===== config.mk =====
export PLATFORM = sky130hd
export DESIGN_NAME = nic_interrupt_status
export DESIGN_NICKNAME = d
export VERILOG_FILES = /design/src/rtl/event_flag_cell.v /design/src/rtl/heartbeat_window.v /design/src/rtl/nic_interrupt_status.v
export VERILOG_INCLUDE_DIRS = /design/src /design/src/common
export SDC_FILE = /design/constraint.sdc
export NUM_CORES = 1
export LEC_CHECK = 0
export ABC_AREA = 1
export BUFFER_PORTS_ARGS = -buffer_cell sky130_fd_sc_hd__buf_2
export CORE_MARGIN = 1.5
export CORE_UTILIZATION = 25
export CTS_BUF_LIST = sky130_fd_sc_hd__clkbuf_8
export DETAILED_ROUTE_END_ITERATION = 12
export SLEW_MARGIN = 20
export SYNTH_ARGS = -nofsm -noshare
export SYNTH_HDL_FRONTEND = slang
export SYNTH_SLANG_ARGS = --single-unit

===== constraint.sdc =====
create_clock -name i_sys_clk -period 2.4 [get_ports i_sys_clk]
set_clock_uncertainty 0.2 [all_clocks]
set_input_delay 0.6 -clock i_sys_clk [delete_from_list [all_inputs] [get_ports i_sys_clk]]
set_output_delay 0.6 -clock i_sys_clk [all_outputs]
set_load 0.05 [all_outputs]

===== src/common/nic_irq_consts.vh =====
// Summary of operation
// - Flags show which event raised the interrupt
// - Flag interrupts only when its mask bit set
// - Write one clears flag, zero leaves it
// - Hardware reset clears flags, software reset not
// - Bit 14 retry; latched mode only as master
// - Latched retry suspends DMA until flag cleared
// - Unlatched retry rerequests bus without waiting
// - Bit 13 set: no collision pulse in 6.4us
// - Bit 12 set when filter load completes
// - Bit 11 set on descriptor interrupt request during transmit config read
// - Bit 10 set after sequence word written
// - Bit 9 on end, halt or abort
// - Abort means any of four transmit error bits
// - Bit 9 only after status word written back
// - Bit 8 set for packet sent with error
// - Bits 3..1 set on tally counter wrap
// - Area exceeded: flag, abort packet, fetch next
`ifndef NIC_IRQ_CONSTS_VH
`define NIC_IRQ_CONSTS_VH

// Register select value of the event flag register
`define IEF_OFFSET          6'h05
`define IEF_RESET           15'h0000
`define IEF_TOP_ZERO        1'b0
`define FLAG_COUNT          15

// Flag positions
`define BIT_BUS_RETRY       14
`define BIT_HEARTBEAT_LOST  13
`define BIT_FILTER_DONE     12
`define BIT_PROGRAMMED_IRQ  11
`define BIT_PKT_RECEIVED    10
`define BIT_TX_DONE         9
`define BIT_TX_ERROR        8
`define BIT_TIMER_DONE      7
`define BIT_RX_DESC_EXH     6
`define BIT_RX_BUF_EXH      5
`define BIT_RX_AREA_EXC     4
`define BIT_CRC_ROLL        3
`define BIT_ALIGN_ROLL      2
`define BIT_MISSED_ROLL     1
`define BIT_RX_FIFO_OVR     0

// Heartbeat window timing
`define HB_WINDOW_NS        6400
`define CLK_PERIOD_NS       20
`define HB_WINDOW_CYCLES    (`HB_WINDOW_NS / `CLK_PERIOD_NS)
`define HB_COUNT_W          9
`define HB_COUNT_ZERO       9'h000

`endif


===== src/rtl/event_flag_cell.v =====
`timescale 1ns/100ps
`default_nettype none
`include "nic_irq_consts.vh"

module event_flag_cell (
   input  wire i_sys_clk,
   input  wire i_sys_rst,
   input  wire i_clk_en,
   input  wire i_set,
   input  wire i_clear,
   output reg  o_flag
);

   // Sticky flag; a set in the clearing cycle wins
   always @(posedge i_sys_clk) begin
      if (i_sys_rst) begin
         o_flag <= 1'b0;
      end else if (i_clk_en) begin
         if (i_set) begin
            o_flag <= 1'b1;
         end else if (i_clear) begin
            o_flag <= 1'b0;
         end
      end
   end

endmodule // event_flag_cell
`default_nettype wire


===== src/rtl/heartbeat_window.v =====
`timescale 1ns/100ps
`default_nettype none
`include "nic_irq_consts.vh"

module heartbeat_window (
   input  wire i_sys_clk,
   input  wire i_sys_rst,
   input  wire i_clk_en,
   input  wire i_tx_finished,
   input  wire i_collision_pulse,
   output reg  o_heartbeat_lost
);

   // Last count of the window, cut to the counter width on purpose
   localparam integer           WINDOW_SPAN = `HB_WINDOW_CYCLES - 1;
   localparam [`HB_COUNT_W-1:0] WINDOW_LAST = WINDOW_SPAN[`HB_COUNT_W-1:0];

   reg [`HB_COUNT_W-1:0] count;
   reg                   watching;

   // Watch the first part of the gap for a collision pulse
   always @(posedge i_sys_clk) begin
      if (i_sys_rst) begin
         count            <= `HB_COUNT_ZERO;
         watching         <= 1'b0;
         o_heartbeat_lost <= 1'b0;
      end else if (i_clk_en) begin
         o_heartbeat_lost <= 1'b0;
         if (i_tx_finished) begin
            count    <= `HB_COUNT_ZERO;
            watching <= 1'b1;
         end else if (watching) begin
            if (i_collision_pulse) begin
               watching <= 1'b0;
            end else if (count == WINDOW_LAST) begin
               watching         <= 1'b0;
               o_heartbeat_lost <= 1'b1;
            end else begin
               count <= count + 1'b1;
            end
         end
      end
   end

endmodule // heartbeat_window
`default_nettype wire


===== src/rtl/nic_interrupt_status.v =====
`timescale 1ns/100ps
`default_nettype none
`include "nic_irq_consts.vh"

module nic_interrupt_status (
   input  wire        i_sys_clk,
   input  wire        i_sys_rst,
   input  wire        i_clk_en,
   // Register access
   input  wire        i_chip_select,
   input  wire        i_read_strobe,
   input  wire        i_write_strobe,
   input  wire [5:0]  i_register_select_lines,
   input  wire [15:0] i_write_data,
   output reg  [15:0] o_read_data,
   output reg         o_read_valid,
   // Mask and configuration
   input  wire [15:0] i_interrupt_enable_bits,
   input  wire        i_latched_retry_select,
   // Bus retry
   input  wire        i_bus_retry_input,
   input  wire        i_bus_master,
   output wire        o_dma_suspend,
   output reg         o_bus_rerequest,
   // Heartbeat
   input  wire        i_tx_finished,
   input  wire        i_collision_pulse,
   // Filter load and descriptors
   input  wire        i_filter_load_complete,
   input  wire        i_tx_config_read,
   input  wire        i_descriptor_irq_request,
   input  wire        i_rx_sequence_written,
   // Transmit completion
   input  wire        i_tx_status_written,
   input  wire        i_end_of_list_marker,
   input  wire        i_halt_transmit_command,
   input  wire        i_byte_count_mismatch,
   input  wire        i_excessive_collisions,
   input  wire        i_fifo_underrun,
   input  wire        i_excessive_deferral,
   // Receive and timer events
   input  wire        i_timer_rollover,
   input  wire        i_rx_descriptors_exhausted,
   input  wire        i_rx_buffers_exhausted,
   input  wire        i_rx_area_exceeded,
   input  wire        i_rx_fifo_overrun,
   // Tally counters: bit 2 crc, bit 1 alignment, bit 0 missed
   input  wire [2:0]  i_tally_increment,
   input  wire [2:0]  i_tally_all_ones,
   // Results
   output reg         o_rx_packet_abort,
   output reg         o_fetch_next_resource,
   output wire [15:0] o_interrupt_event_flags,
   output wire        o_int
);

   wire [`FLAG_COUNT-1:0] flags;
   wire [`FLAG_COUNT-1:0] set_vec;
   wire [`FLAG_COUNT-1:0] clear_vec;
   wire                   heartbeat_lost;
   wire                   tx_abort;
   wire                   ief_write;
   wire                   ief_read;
   wire [2:0]             tally_wrap;

   // Register select decode
   function sel_hit;
      input [5:0] sel;
      begin
         sel_hit = (sel == `IEF_OFFSET);
      end
   endfunction

   assign ief_write = i_chip_select & i_write_strobe & sel_hit(i_register_select_lines);
   assign ief_read  = i_chip_select & i_read_strobe & sel_hit(i_register_select_lines);

   // Any transmit error bit counts as an abort
   assign tx_abort = i_byte_count_mismatch | i_excessive_collisions |
                     i_fifo_underrun | i_excessive_deferral;

   // Counter wraps when it steps past all ones
   assign tally_wrap = i_tally_increment & i_tally_all_ones;

   // Heartbeat window detector
   heartbeat_window u_heartbeat (
      .i_sys_clk         (i_sys_clk),
      .i_sys_rst         (i_sys_rst),
      .i_clk_en          (i_clk_en),
      .i_tx_finished     (i_tx_finished),
      .i_collision_pulse (i_collision_pulse),
      .o_heartbeat_lost  (heartbeat_lost)
   );

   // Event set terms
   assign set_vec[`BIT_BUS_RETRY]      = i_bus_retry_input &
                                         (~i_latched_retry_select | i_bus_master);
   assign set_vec[`BIT_HEARTBEAT_LOST] = heartbeat_lost;
   assign set_vec[`BIT_FILTER_DONE]    = i_filter_load_complete;
   assign set_vec[`BIT_PROGRAMMED_IRQ] = i_tx_config_read & i_descriptor_irq_request;
   assign set_vec[`BIT_PKT_RECEIVED]   = i_rx_sequence_written;
   assign set_vec[`BIT_TX_DONE]        = i_tx_status_written &
                                         (i_end_of_list_marker | i_halt_transmit_command |
                                          tx_abort);
   assign set_vec[`BIT_TX_ERROR]       = i_tx_status_written & tx_abort;
   assign set_vec[`BIT_TIMER_DONE]     = i_timer_rollover;
   assign set_vec[`BIT_RX_DESC_EXH]    = i_rx_descriptors_exhausted;
   assign set_vec[`BIT_RX_BUF_EXH]     = i_rx_buffers_exhausted;
   assign set_vec[`BIT_RX_AREA_EXC]    = i_rx_area_exceeded;
   assign set_vec[`BIT_CRC_ROLL]       = tally_wrap[2];
   assign set_vec[`BIT_ALIGN_ROLL]     = tally_wrap[1];
   assign set_vec[`BIT_MISSED_ROLL]    = tally_wrap[0];
   assign set_vec[`BIT_RX_FIFO_OVR]    = i_rx_fifo_overrun;

   // Write-one-to-clear terms
   assign clear_vec = {`FLAG_COUNT{ief_write}} & i_write_data[`FLAG_COUNT-1:0];

   // One sticky cell per flag
   genvar g;
   generate
      for (g = 0; g < `FLAG_COUNT; g = g + 1) begin : g_flag
         event_flag_cell u_cell (
            .i_sys_clk (i_sys_clk),
            .i_sys_rst (i_sys_rst),
            .i_clk_en  (i_clk_en),
            .i_set     (set_vec[g]),
            .i_clear   (clear_vec[g]),
            .o_flag    (flags[g])
         );
      end
   endgenerate

   // Top bit is always zero
   assign o_interrupt_event_flags = {`IEF_TOP_ZERO, flags};

   // Masked flags drive the pin
   assign o_int = |(flags & i_interrupt_enable_bits[`FLAG_COUNT-1:0]);

   // Latched retry holds DMA until the flag clears
   assign o_dma_suspend = i_latched_retry_select & flags[`BIT_BUS_RETRY];

   // Register read path
   always @(posedge i_sys_clk) begin
      if (i_sys_rst) begin
         o_read_data  <= {`IEF_TOP_ZERO, `IEF_RESET};
         o_read_valid <= 1'b0;
      end else if (i_clk_en) begin
         o_read_valid <= ief_read;
         if (ief_read) begin
            o_read_data <= {`IEF_TOP_ZERO, flags};
         end
      end
   end

   // Retry and receive-area side effects
   always @(posedge i_sys_clk) begin
      if (i_sys_rst) begin
         o_bus_rerequest       <= 1'b0;
         o_rx_packet_abort     <= 1'b0;
         o_fetch_next_resource <= 1'b0;
      end else if (i_clk_en) begin
         o_bus_rerequest       <= i_bus_retry_input & ~i_latched_retry_select;
         o_rx_packet_abort     <= i_rx_area_exceeded;
         o_fetch_next_resource <= i_rx_area_exceeded;
      end
   end

endmodule // nic_interrupt_status
`default_nettype wire


# --- Yosys cells after proc, flatten, opt, wreduce, memory -nomap -nowiden ---
# Index checks and enable logic that the tools add are counted.
classes:
  n_mux: 42
  bitwise_logic: 20
  n_eq_ne: 4
  n_reduce_logical: 34
  add_sub_neg: 1
op_table:
  columns: ["cell", "n"]
  rows:
  - ["$mux 1", 38]
  - ["$mux 9", 4]
  - ["$reduce_and 2->1", 16]
  - ["$reduce_bool 2->1", 16]
  - ["$and 15x15->15", 2]
  - ["$reduce_or 15->1", 1]
  - ["$and 1x1->1", 10]
  - ["$add 9x1->9 const B", 1]
  - ["$eq 9x9->1 const B", 1]
  - ["$eq 6x3->1 const B", 1]
  - ["$or 1x1->1", 6]
  - ["$ne 2x2->1 const B", 2]
  - ["$reduce_and 4->1", 1]
  - ["$and 3x3->3", 1]
  - ["$not 1->1", 1]
word_totals:
  ff_bits: 44
  word_cells: 123
  in_bits: 71

# --- Depth between registers and ports, before layout ---
# Gate-level depths: netlist (run 1).
depth:
  depth_word: 7
  depth_mapped: 10

# --- Modules after synthesis ---
# A second synthesis (run 1) with hierarchy kept.
hier_totals:
  cells_unflattened: 373
  area_unflattened_um2: 2418.6
modules_own_cells:
  columns: ["mod", "instances", "area_each_um2", "cells_each"]
  rows:
  - ["nic_interrupt_status", 1, 1173.6, 201]
  - ["heartbeat_window", 1, 644.4, 97]
  - ["event_flag_cell", 15, 40.0, 5]

# --- Least setup slack after synthesis (run 1) ---
# No wires, ideal clock.
synth_path:
  path_kind: "input to output"
  from: "input i_interrupt_enable_bits[8]"
  to: "output o_int"
  t_arrival_ps: 1209
  stages: 4
  n_path_buf: 0
  path_slack_ps: 391
  path_cell_list: "nand2_1 nand4_1 a211oi_1 nand2_1"
synth_via:
  elab_chain_len: 2
synth_rtl:
  columns: ["item", "line_no", "source"]
  rows:
  - ["from (decl)", "nic_interrupt_status.v:18", "input wire [15:0] i_interrupt_enable_bits,"]
  - ["$and 15x15->15", "nic_interrupt_status.v:136", "assign o_int = |(flags & i_interrupt_enable_bits[`FLAG_COUNT-1:0]);"]
  - ["$reduce_or 15->1", "nic_interrupt_status.v:136", null]
  - ["to (decl)", "nic_interrupt_status.v:54", "output wire o_int"]
# Every way passes these cells.

# --- Worst setup path in the final report (run 1) ---
layout_path:
  from: "input i_interrupt_enable_bits[11]"
  to: "output o_int"
# The elaborated chain is that of the path after synthesis.

==> results.tsv, run 1 <==
stage	metric	value	unit
layout	flip-flop and latch area	880.8	sq um
yosys	Async SR Flop Fraction	0	%
clock_network	hold buffers post-CTS	0	
drt	routed len/inst	12.91	um
place	detailed placement HPWL	5342	um
global_routing	global-route wire length before repair	10650	um
clock_network	Clock Sinks	44	
yosys	number of synthesized flops with an enable pin	0	
die	Rows	34	
setup_path	critical path required time	1600	ps
yosys	mean area per synthesized cell	6.639	sq um
yosys	Synth Area in Compound Gates	10.57	%
layout	commonest cells after routing, fill and taps aside	104 x buf_2, 93 x nand2_1, 48 x nor2_1	
setup_path	Critical Path AT	1370	ps
clock_network	Max Root-Sink Buffers	2	
layout	diodes inserted	0	
yosys	synth warn	0	
timing	min Tclk post-route	2165	ps
die	num ports	109	
timing	normalized max-slew margin	60.80	%
drt	DR iter-0 viols	190	
die	Die Y	98.86	um
power	Pleak	1.496	nW
setup_path	worst-path fanout max	1	
layout	multi-input logic area	1086	sq um
yosys	largest family of logic cells by synthesized area	simple AND/OR/NAND/NOR gates	
yosys	Cell Area, Synth	2297	sq um
clock_network	CTS tree	built	
clock_network	post_cts resized	0	
timing	# setup viols final	0	
drt	Detail Route Antenna Nets	0	
yosys	dominant cells by area after synthesis	dfxtp_1 38%, nand2_1 15%, nor2_1 7.8%	
layout	share of layout cells above drive strength 1	29.43	%
global_routing	busiest grt layer	met2	
yosys	register area share after synthesis	38.34	%
drt	via count	2438	
layout	fillcell total	960	
timing	RSZ-0062 raised after global routing	no	
setup_path	critical path's slowest cell	buf_2	
setup_path	Max stage delay on crit path	210	ps
drt	via-per-instance ratio	4.490	
clock_network	clock-pin slew on the worst setup and hold paths	80	ps
global_routing	vias in the first global route	2026	
timing	Slew @ Worst Pin	587.3	ps
layout	Area Overhead vs Synth	27.61	%
global_routing	GRT Util Overall	13.92	%
outcome	status	finished with violations	
die	Starting Density	26.09	%
global_routing	grt met2 use	21.75	%
clock_network	CTS H-tree lvls	2	
setup_path	CP Capture Type	output pin	
drt	WL final	7010	um
yosys	Syn Inst Count	346	
yosys	Top FF cell, synth	dfxtp_1	
layout	fin nets	506	
setup_path	crit path cell chain	buf_2 -> nand2_1 -> nand4_1 -> a211oi_1 -> nand2_1 -> buf_2	
yosys	Synth Register Bits	44	
clock_network	total CTS buffers	5	
setup_path	CP startpoint kind	input port	
yosys	multiplexer share of the synthesized area	0	%
layout	most common cell after layout, fill and taps aside	buf_2	
global_routing	pin count of the biggest net entering global routing	32	
flow_run	Max-Cap Viols	0	
timing	Slew Limit Fails	0	
timing	setup TNS	0	ps
clock_network	worst skew pair latency	300	ps
timing	Hold Vio Cnt, Final	0	
yosys	cell taking the most area after synthesis	dfxtp_1	
yosys	Yosys top cell area share	38.34	%
global_routing	GR Overflow Total	0	
die	Die Width	98.86	um
die	Core Region	8806	sq um
clock_network	Root Driver	clkbuf_8	
setup_path	Crit Path Class	in -> out	
global_routing	initial antenna violation count	0	
clock_network	Setup Buffers After CTS	0	
outcome	failing checks	design-rule violations	
power	PD cells	575.6	nW/um^2
hold_path	hold crit path type	reg -> reg	
global_routing	met3 GRT Util	1.986	%
yosys	Post-Synth Simple-Gate Area	35.46	%
yosys	xor/xnor share of the synthesized area	0.3813	%
power	Total Power	0.001687	W
yosys	Synth cell types	26	
power	Worst IR Drop VDD	0.0002415	V
yosys	Synth Area in Adders	0.5447	%
place	I/O Buffers	104	
timing	upper clock frequency limit	0.4619	GHz
drt	Pre-antenna DRT Iters	9	
global_routing	met1 Use GR	20.19	%
timing	fin crit share	90.21	%
place	GPL Wtd Cong	0.8069	
die	DIE AREA	9773	sq um
drt	DR DRC count	6	
## cell usage after synthesis (2+ instances only)
cell      count
a21oi_1      26
buf_4        19
dfxtp_1      44
nand3_1      16
buf_2         3
o21ai_0      18
nand2_1      93
nor2_1       48
nor3_4        2
clkbuf_1      7
inv_1        34
inv_2         2
nand2_2       2
nand4_1      20
## through the flow
step / util [%] / worst slack, ps / hold slack, ps / cells / instance area (sq um)
floorplan: - / 391.5 / 236.4 / 347 / 2301
global placement: 31.91 / 213.9 / 244.3 / 535 / 2810
detailed placement: 31.91 / 223.5 / 251.6 / 535 / 2810
CTS: 33.29 / 221.3 / 265.0 / 543 / 2932
global route: 33.29 / 126.3 / 292.9 / 543 / 2932
finish: 33.29 / 234.9 / 270.9 / 543 / 2932
## layer usage
metal | wire length [um] | vias to the layer above
met3 | 355 | 6
met5 | 0 | -
met4 | 63 | 0
li1 | - | 1258
met2 | 3173 | 90
met1 | 3417 | 1084
## flip-flops by register name, summed over array words and instances, names as in the netlist
signal / cells
u_heartbeat.count: 9
u_heartbeat.o_heartbeat_lost: 1
o_bus_rerequest: 1
u_heartbeat.watching: 1
o_fetch_next_resource: 1
o_read_data: 15
g_flag.u_cell.o_flag: 15
o_read_valid: 1
## kinds of logic (layout without fill, tap and decap cells)
| group | after synthesis | count (layout) |
|---|---|---|
| AO/OA/AOI/OAI | 47 | 47 |
| XOR/XNOR | 1 | 1 |
| adder cells (fa/ha/maj) | 1 | 1 |
| buffers and inverters | 67 | 155 |
| flip-flops | 44 | 44 |
| other | 1 | 2 |
| AND/OR/NAND/NOR | 185 | 185 |
## final cells by class
cell class / instances / share of cell area [%]
clock inverters: 2 / 1.323
clock buffers: 6 / 2.817
well taps: 108 / 4.609
multi-input cells: 236 / 37.05
flip-flops and latches: 44 / 30.05
repair buffers: 111 / 19.55
inverters: 36 / 4.609
## power by group
part	internal, W	total [W]	leakage, nW	switching, W
clock network	0.000341	0.000618	0.0614	0.000277
registers	0.000751	0.000774	0.358	0.0000238
logic	0.0000966	0.000295	1.08	0.000198
## path summary, 6_finish.rpt
check / startpoint / to / slack [ps] / depth (start not counted)
max: i_interrupt_enable_bits[11] / o_int / 230 / 6
min: u_heartbeat.o_heartbeat_lost$_SDFFE_PP0P_ / g_flag[13].u_cell.o_flag$_SDFFE_PP0P_ / 270 / 2
max reg2reg: u_heartbeat.count[1]$_SDFFE_PP0P_ / u_heartbeat.watching$_SDFFE_PP0P_ / 600 / 8
min reg2reg: u_heartbeat.o_heartbeat_lost$_SDFFE_PP0P_ / g_flag[13].u_cell.o_flag$_SDFFE_PP0P_ / 270 / 2
## worst max-delay path, delay by kind of cell
kind | cells | cell delay, ps
AOI/OAI and AO/OA | 1 | 190
buffers and inverters | 2 | 310
and+or+nand+nor | 3 | 270
(Power assumes the default switching activity.)
==> inputs of run 2 (changes only) <==
--- a/config.mk
+++ b/config.mk
@@ -9,9 +9,10 @@
 export ABC_AREA = 1
 export BUFFER_PORTS_ARGS = -buffer_cell sky130_fd_sc_hd__buf_2
 export CORE_MARGIN = 1.5
-export CORE_UTILIZATION = 25
+export CORE_UTILIZATION = 52
 export CTS_BUF_LIST = sky130_fd_sc_hd__clkbuf_8
 export DETAILED_ROUTE_END_ITERATION = 12
+export PLACE_DENSITY = 0.88
 export SLEW_MARGIN = 20
 export SYNTH_ARGS = -nofsm -noshare
 export SYNTH_HDL_FRONTEND = slang
==> run 2 against run 1 <==
Sequential share of layout area increased by 0.99 points. Die area fell by 51%. The run now ends clean. Largest cell class unchanged. Final cell count is 11% lower.
==> results.tsv, run 2 (synthesis results as in run 1) <==
stage	metric	value	unit
die	Starting Density	55.82	%
layout	fin nets	504	
place	I/O Buffers	104	
global_routing	initial antenna violation count	0	
power	Internal	0.001158	W
clock_network	total CTS buffers	5	
layout	fillcell total	341	
clock_network	worst skew pair latency	300	ps
timing	normalized max-slew margin	64.36	%
power	PD cells	581.2	nW/um^2
die	Die Width	69.47	um
setup_path	CP Capture Type	output pin	
power	Pleak	1.479	nW
layout	Area Overhead vs Synth	23.53	%
layout	most common cell after layout, fill and taps aside	buf_2	
power	Seq pwr share	47.0	%
place	Setup WS pre-CTS	227.4	ps
setup_path	register-to-register setup slack	570	ps
timing	fin crit share	91.17	%
setup_path	Reg-to-Reg Start	u_heartbeat.count[0]$_SDFFE_PP0P_	
drt	DR iter-0 viols	172	
clock_network	Clock Sinks	44	
layout	biggest regs	g_flag.u_cell.o_flag: 15 flops, o_read_data: 15 flops, u_heartbeat.count: 9 flops	
hold_path	Hold Startpoint	u_heartbeat.o_heartbeat_lost$_SDFFE_PP0P_	
clock_network	hold buffers post-CTS	0	
setup_path	CP startpoint	i_interrupt_enable_bits[11]	
clock_network	Max Root-Sink Buffers	2	
die	Rows	23	
layout	diodes inserted	0	
timing	Slew @ Worst Pin	534.0	ps
drt	via count	2411	
global_routing	GRT Util Overall	24.31	%
hold_path	hold crit path type	reg -> reg	
setup_path	CP startpoint kind	input port	
outcome	status	finished, final reports clean	
setup_path	critical path required time	1600	ps
timing	upper clock frequency limit	0.4570	GHz
timing	Fin Hold WS	266.4	ps
clock_network	CTS tree	built	
global_routing	pin count of the biggest net entering global routing	23	
power	Worst IR Drop VDD	0.0004087	V
die	DIE AREA	4825	sq um
timing	Final Worst Setup Slack	211.9	ps
drt	via-per-instance ratio	4.992	
global_routing	global-route wire length before repair	9577	um
clock_network	post_cts resized	0	
drt	WL final	5903	um
timing	setup TNS	0	ps
power	switching pwr	0.0004910	W
drt	Detail Route Antenna Nets	0	
power	Total Power	0.001649	W
setup_path	worst-path fanout max	1	
place	detailed placement HPWL	4378	um
drt	Pre-antenna DRT Iters	4	
setup_path	Critical Path AT	1390	ps
power	clock share of power	35.8	%
timing	Slew Limit Fails	0	
drt	routed len/inst	12.22	um
clock_network	CTS H-tree lvls	2	
flow_run	Max-Cap Viols	0	
clock_network	Setup Buffers After CTS	0	
timing	Hold Vio Cnt, Final	0	
timing	RSZ-0062 raised after global routing	no	
clock_network	Root Driver	clkbuf_8	
layout	commonest cells after routing, fill and taps aside	104 x buf_2, 93 x nand2_1, 48 x nor2_1	
die	Core Region	4115	sq um
layout	share of layout cells above drive strength 1	29.10	%
drt	DR DRC count	0	
timing	# setup viols final	0	
global_routing	GR Overflow Total	0	
power	Logic pwr share	17.2	%
layout	final core occ	68.96	%
clock_network	clock-pin slew on the worst setup and hold paths	80	ps
setup_path	Crit Path Class	in -> out	
die	num ports	109	
die	Die Y	69.47	um
place	GPL Wtd Cong	0.8570	
timing	min Tclk post-route	2188	ps
global_routing	vias in the first global route	2117	
power	Net Sw Frac	29.77	%
run 2: worst paths after layout:
check,endpoint,cells past startpoint
worst max-delay path,o_int,6
worst min-delay path,g_flag[13].u_cell.o_flag$_SDFFE_PP0P_,2
worst max register to register,u_heartbeat.watching$_SDFFE_PP0P_,8
worst min register to register,g_flag[13].u_cell.o_flag$_SDFFE_PP0P_,2
run 2: power by group through the flow:
stage,combinational [W],sequential (W),clock (W)
2_1_floorplan,0.000202,0.000789,0
3_3_place_gp,0.000278,0.000791,0
3_5_place_dp,0.000282,0.000791,0
4_1_cts,0.000283,0.000774,0.000591
5_1_grt,0.000310,0.000778,0.000630
6_report,0.000284,0.000775,0.000591
run 2: per-stage QoR:
step                instance area [sq um]  cells
floorplan                            2301    347
global route                         2838    483
detailed placement                   2723    475
CTS                                  2838    483
global placement                     2723    475
finish                               2838    483
run 2: layer usage:
metal | GRT usage [%] | vias up | wire [um]
li1 | - | 1258 | -
met2 | 42.52 | 92 | 2848
met4 | 5.011 | 0 | 40
met3 | 5.378 | 5 | 365
met5 | 0 | - | 0
met1 | 30.70 | 1056 | 2649
run 2: final cells by class:
| class | instances | area, sq um | share of cell area (%) |
|---|---|---|---|
| Multi-Input combinational cell | 236 | 1086 | 38.27 |
| Clock buffer | 5 | 68.82 | 2.425 |
| Tap cell | 50 | 62.56 | 2.205 |
| Timing Repair Buffer | 109 | 558.0 | 19.66 |
| Clock inverter | 3 | 46.29 | 1.631 |
| Sequential cell | 44 | 880.8 | 31.04 |
| Inverter | 36 | 135.1 | 4.762 |
run 2: worst max-delay path, stage by stage:
cell      delay [ps]
buf_2            100
nand2_1           70
nand4_1           90
a211oi_1         230
nand2_1           70
buf_2            210
==> inputs of run 3 (changes only) <==
--- a/config.mk
+++ b/config.mk
@@ -6,13 +6,12 @@
 export SDC_FILE = /design/constraint.sdc
 export NUM_CORES = 1
 export LEC_CHECK = 0
-export ABC_AREA = 1
 export BUFFER_PORTS_ARGS = -buffer_cell sky130_fd_sc_hd__buf_2
 export CORE_MARGIN = 1.5
-export CORE_UTILIZATION = 52
+export CORE_UTILIZATION = 50
 export CTS_BUF_LIST = sky130_fd_sc_hd__clkbuf_8
 export DETAILED_ROUTE_END_ITERATION = 12
-export PLACE_DENSITY = 0.88
+export PLACE_DENSITY = 0.87
 export SLEW_MARGIN = 20
 export SYNTH_ARGS = -nofsm -noshare
 export SYNTH_HDL_FRONTEND = slang
==> constraint.sdc (replaced) <==
create_clock -name i_sys_clk -period 2.6 [get_ports i_sys_clk]
set_clock_uncertainty 0.2 [all_clocks]
set_input_delay 0.65 -clock i_sys_clk [delete_from_list [all_inputs] [get_ports i_sys_clk]]
set_output_delay 0.65 -clock i_sys_clk [all_outputs]
set_load 0.05 [all_outputs]
==> run 3 against run 2 <==
Critical path depth down 1. Synthesized cell count down 29%. Area after synthesis decreased by 8.1%. Count of clock-buffer cells in the layout unchanged. Highest routed layer unchanged. Largest cell class unchanged. Wire length fell by 13%.
==> results.tsv, run 3 <==
stage	metric	value	unit
outcome	status	finished, final reports clean	
power	Worst IR Drop VDD	0.0003797	V
clock_network	Max Root-Sink Buffers	2	
yosys	synth warn	0	
setup_path	critical path's slowest cell	a221oi_1	
clock_network	CTS tree	built	
timing	Hold Vio Cnt, Final	0	
clock_network	total CTS buffers	5	
yosys	top-count cell post-synth	dfxtp_1	
timing	RSZ-0062 raised after global routing	no	
clock_network	post_cts resized	0	
yosys	Top FF cell, synth	dfxtp_1	
timing	min Tclk post-route	2440	ps
place	I/O Buffers	104	
timing	Final Worst Setup Slack	160.0	ps
layout	Area Overhead vs Synth	24.54	%
yosys	Synth cell types	46	
power	PD cells	507.9	nW/um^2
drt	via count	2078	
power	Internal	0.0009523	W
setup_path	Max stage delay on crit path	260	ps
drt	WL final	5162	um
global_routing	GR Overflow Total	0	
drt	Detail Route Antenna Nets	0	
yosys	mean area per synthesized cell	8.580	sq um
hold_path	hold path cells	2	
die	num ports	109	
setup_path	CP startpoint kind	input port	
timing	upper clock frequency limit	0.4098	GHz
yosys	Async SR Flop Fraction	0	%
die	Rows	23	
global_routing	pin count of the biggest net entering global routing	33	
setup_path	worst-path fanout max	1	
layout	biggest regs	g_flag.u_cell.o_flag: 15 flops, o_read_data: 15 flops, u_heartbeat.count: 9 flops	
global_routing	initial antenna violation count	0	
yosys	register area share after synthesis	41.73	%
yosys	number of synthesized flops with an enable pin	0	
place	Setup WS pre-CTS	161.0	ps
hold_path	hold crit path type	reg -> reg	
die	Starting Density	52.39	%
drt	Pre-antenna DRT Iters	4	
timing	# setup viols final	0	
setup_path	CP Buf/Inv Count	2	
clock_network	clock-pin slew on the worst setup and hold paths	80	ps
yosys	Syn Inst Count	246	
drt	routed len/inst	13.41	um
yosys	Synth Register Bits	44	
setup_path	r2r worst-path depth	5	
place	detailed placement HPWL	3832	um
setup_path	Crit Path Class	in -> out	
clock_network	hold buffers post-CTS	0	
die	Die Width	67.98	um
layout	fin nets	406	
place	GPL Wtd Cong	0.7938	
timing	fin crit share	93.85	%
timing	setup TNS	0	ps
setup_path	Crit path depth	5	
clock_network	worst skew pair latency	300	ps
power	Logic pwr share	16.5	%
die	DIE AREA	4621	sq um
die	Core Region	4029	sq um
setup_path	CP most frequent cell	buf_2	
clock_network	Setup Buffers After CTS	0	
setup_path	critical path required time	1750	ps
die	Die Y	67.98	um
clock_network	Root Driver	clkbuf_8	
layout	share of layout cells above drive strength 1	37.01	%
drt	via-per-instance ratio	5.397	
flow_run	Max-Cap Viols	0	
global_routing	vias in the first global route	1703	
yosys	Cell Area, Synth	2111	sq um
clock_network	Clock Sinks	44	
yosys	cell taking the most area after synthesis	dfxtp_1	
yosys	Synth top cells by count	44 x dfxtp_1, 23 x a21oi_1, 23 x nor2_1	
drt	DR DRC count	0	
yosys	Yosys top cell area share	41.73	%
power	clock share of power	30.6	%
setup_path	CP Capture Type	output pin	
layout	most common cell after layout, fill and taps aside	buf_2	
layout	diodes inserted	0	
setup_path	family with the most delay on the worst path	compound AO/OA/AOI/OAI gates	
power	switching pwr	0.0003828	W
global_routing	global-route wire length before repair	7672	um
power	Seq pwr share	52.9	%
global_routing	GRT Util Overall	22.03	%
power	Pleak	1.397	nW
clock_network	CTS H-tree lvls	2	
layout	commonest cells after routing, fill and taps aside	104 x buf_2, 44 x dfxtp_1, 23 x nor2_1, 23 x a21oi_1	
power	Net Sw Frac	28.67	%
timing	Slew Limit Fails	0	
yosys	dominant cells by area after synthesis	dfxtp_1 42%, mux2i_1 7.6%, buf_4 7.1%	
setup_path	Critical Path AT	1590	ps
drt	DR iter-0 viols	88	
setup_path	crit path cell chain	buf_2 -> a22o_1 -> a221oi_1 -> nand4_1 -> buf_2	
[run 3: changes by cell type after synthesis, sizes merged, moves of 5 or more]
cell,previous run,this run
mux2i,0,16
inv,36,15
nand2,96,17
nand2b,0,5
nand3,17,11
nand4,20,2
nor2,49,23
[run 3: cell families (layout without fill, tap and decap cells)]
kind of cell,count (synthesis),in the layout,share of synthesized area [%]
other cells,1,2,0.1777
mux,16,16,7.587
compound gates,58,58,17.19
simple gates,82,82,20.98
buf+inv,44,132,11.74
fa+ha+maj,1,1,0.5927
flops,44,44,41.73
[run 3: worst paths after layout]
kind	startpoint	to	slack, ps
setup / recovery	i_interrupt_enable_bits[0]	o_int	160
hold / removal	o_read_valid$_SDFFE_PP0P_	o_read_valid$_SDFFE_PP0P_	270
setup reg to reg	u_heartbeat.count[0]$_SDFFE_PP0P_	u_heartbeat.count[7]$_SDFFE_PP0P_	610
hold reg to reg	o_read_valid$_SDFFE_PP0P_	o_read_valid$_SDFFE_PP0P_	270
[run 3: area by class of cell]
class,count,area (sq um)
Multi-Input combinational cell,159,985.9
Tap cell,50,62.56
Clock inverter,3,16.27
Inverter,15,56.30
Clock buffer,5,68.82
Fill cell,336,1400
Sequential cell,44,880.8
Timing Repair Buffer,109,558.0
[run 3: routing by layer]
layer	GRT usage, %	share of wire [%]	vias to the layer above
li1	-	-	1028
met1	26.52	40	945
met2	39.20	50	99
met3	4.934	8.6	6
met4	6.000	1.0	0
met5	0	0	-
[run 3: power groups by stage]
stage	Clock, W	Combinational, W	Sequential [W]
4_1_cts	0.000416	0.000221	0.000706
3_5_place_dp	0	0.000220	0.000722
5_1_grt	0.000440	0.000239	0.000709
3_3_place_gp	0	0.000216	0.000722
6_report	0.000409	0.000220	0.000707
2_1_floorplan	0	0.000153	0.000723
[run 3: per-stage QoR]
| stage | cells | cell area, sq um | hold slack (ps) | power (W) | utilization [%] |
|---|---|---|---|---|---|
| after CTS | 385 | 2629 | 272.5 | 0.001343 | 65.25 |
| final | 385 | 2629 | 269.4 | 0.001335 | 65.25 |
| after global routing | 385 | 2629 | 295.8 | 0.001388 | 65.25 |
| after global placement | 377 | 2544 | 236.5 | 0.0009382 | 63.14 |
| after floorplan | 247 | 2115 | 227.4 | 0.0008760 | - |
| after detailed placement | 377 | 2544 | 241.6 | 0.0009423 | 63.14 |
[run 3: worst min-delay path: cells and delay by family, from the launching register on]
family	cells	cell delay (ps)
flip-flops	1	310
AND/OR/NAND/NOR	1	60
AO/OA/AOI/OAI	1	50
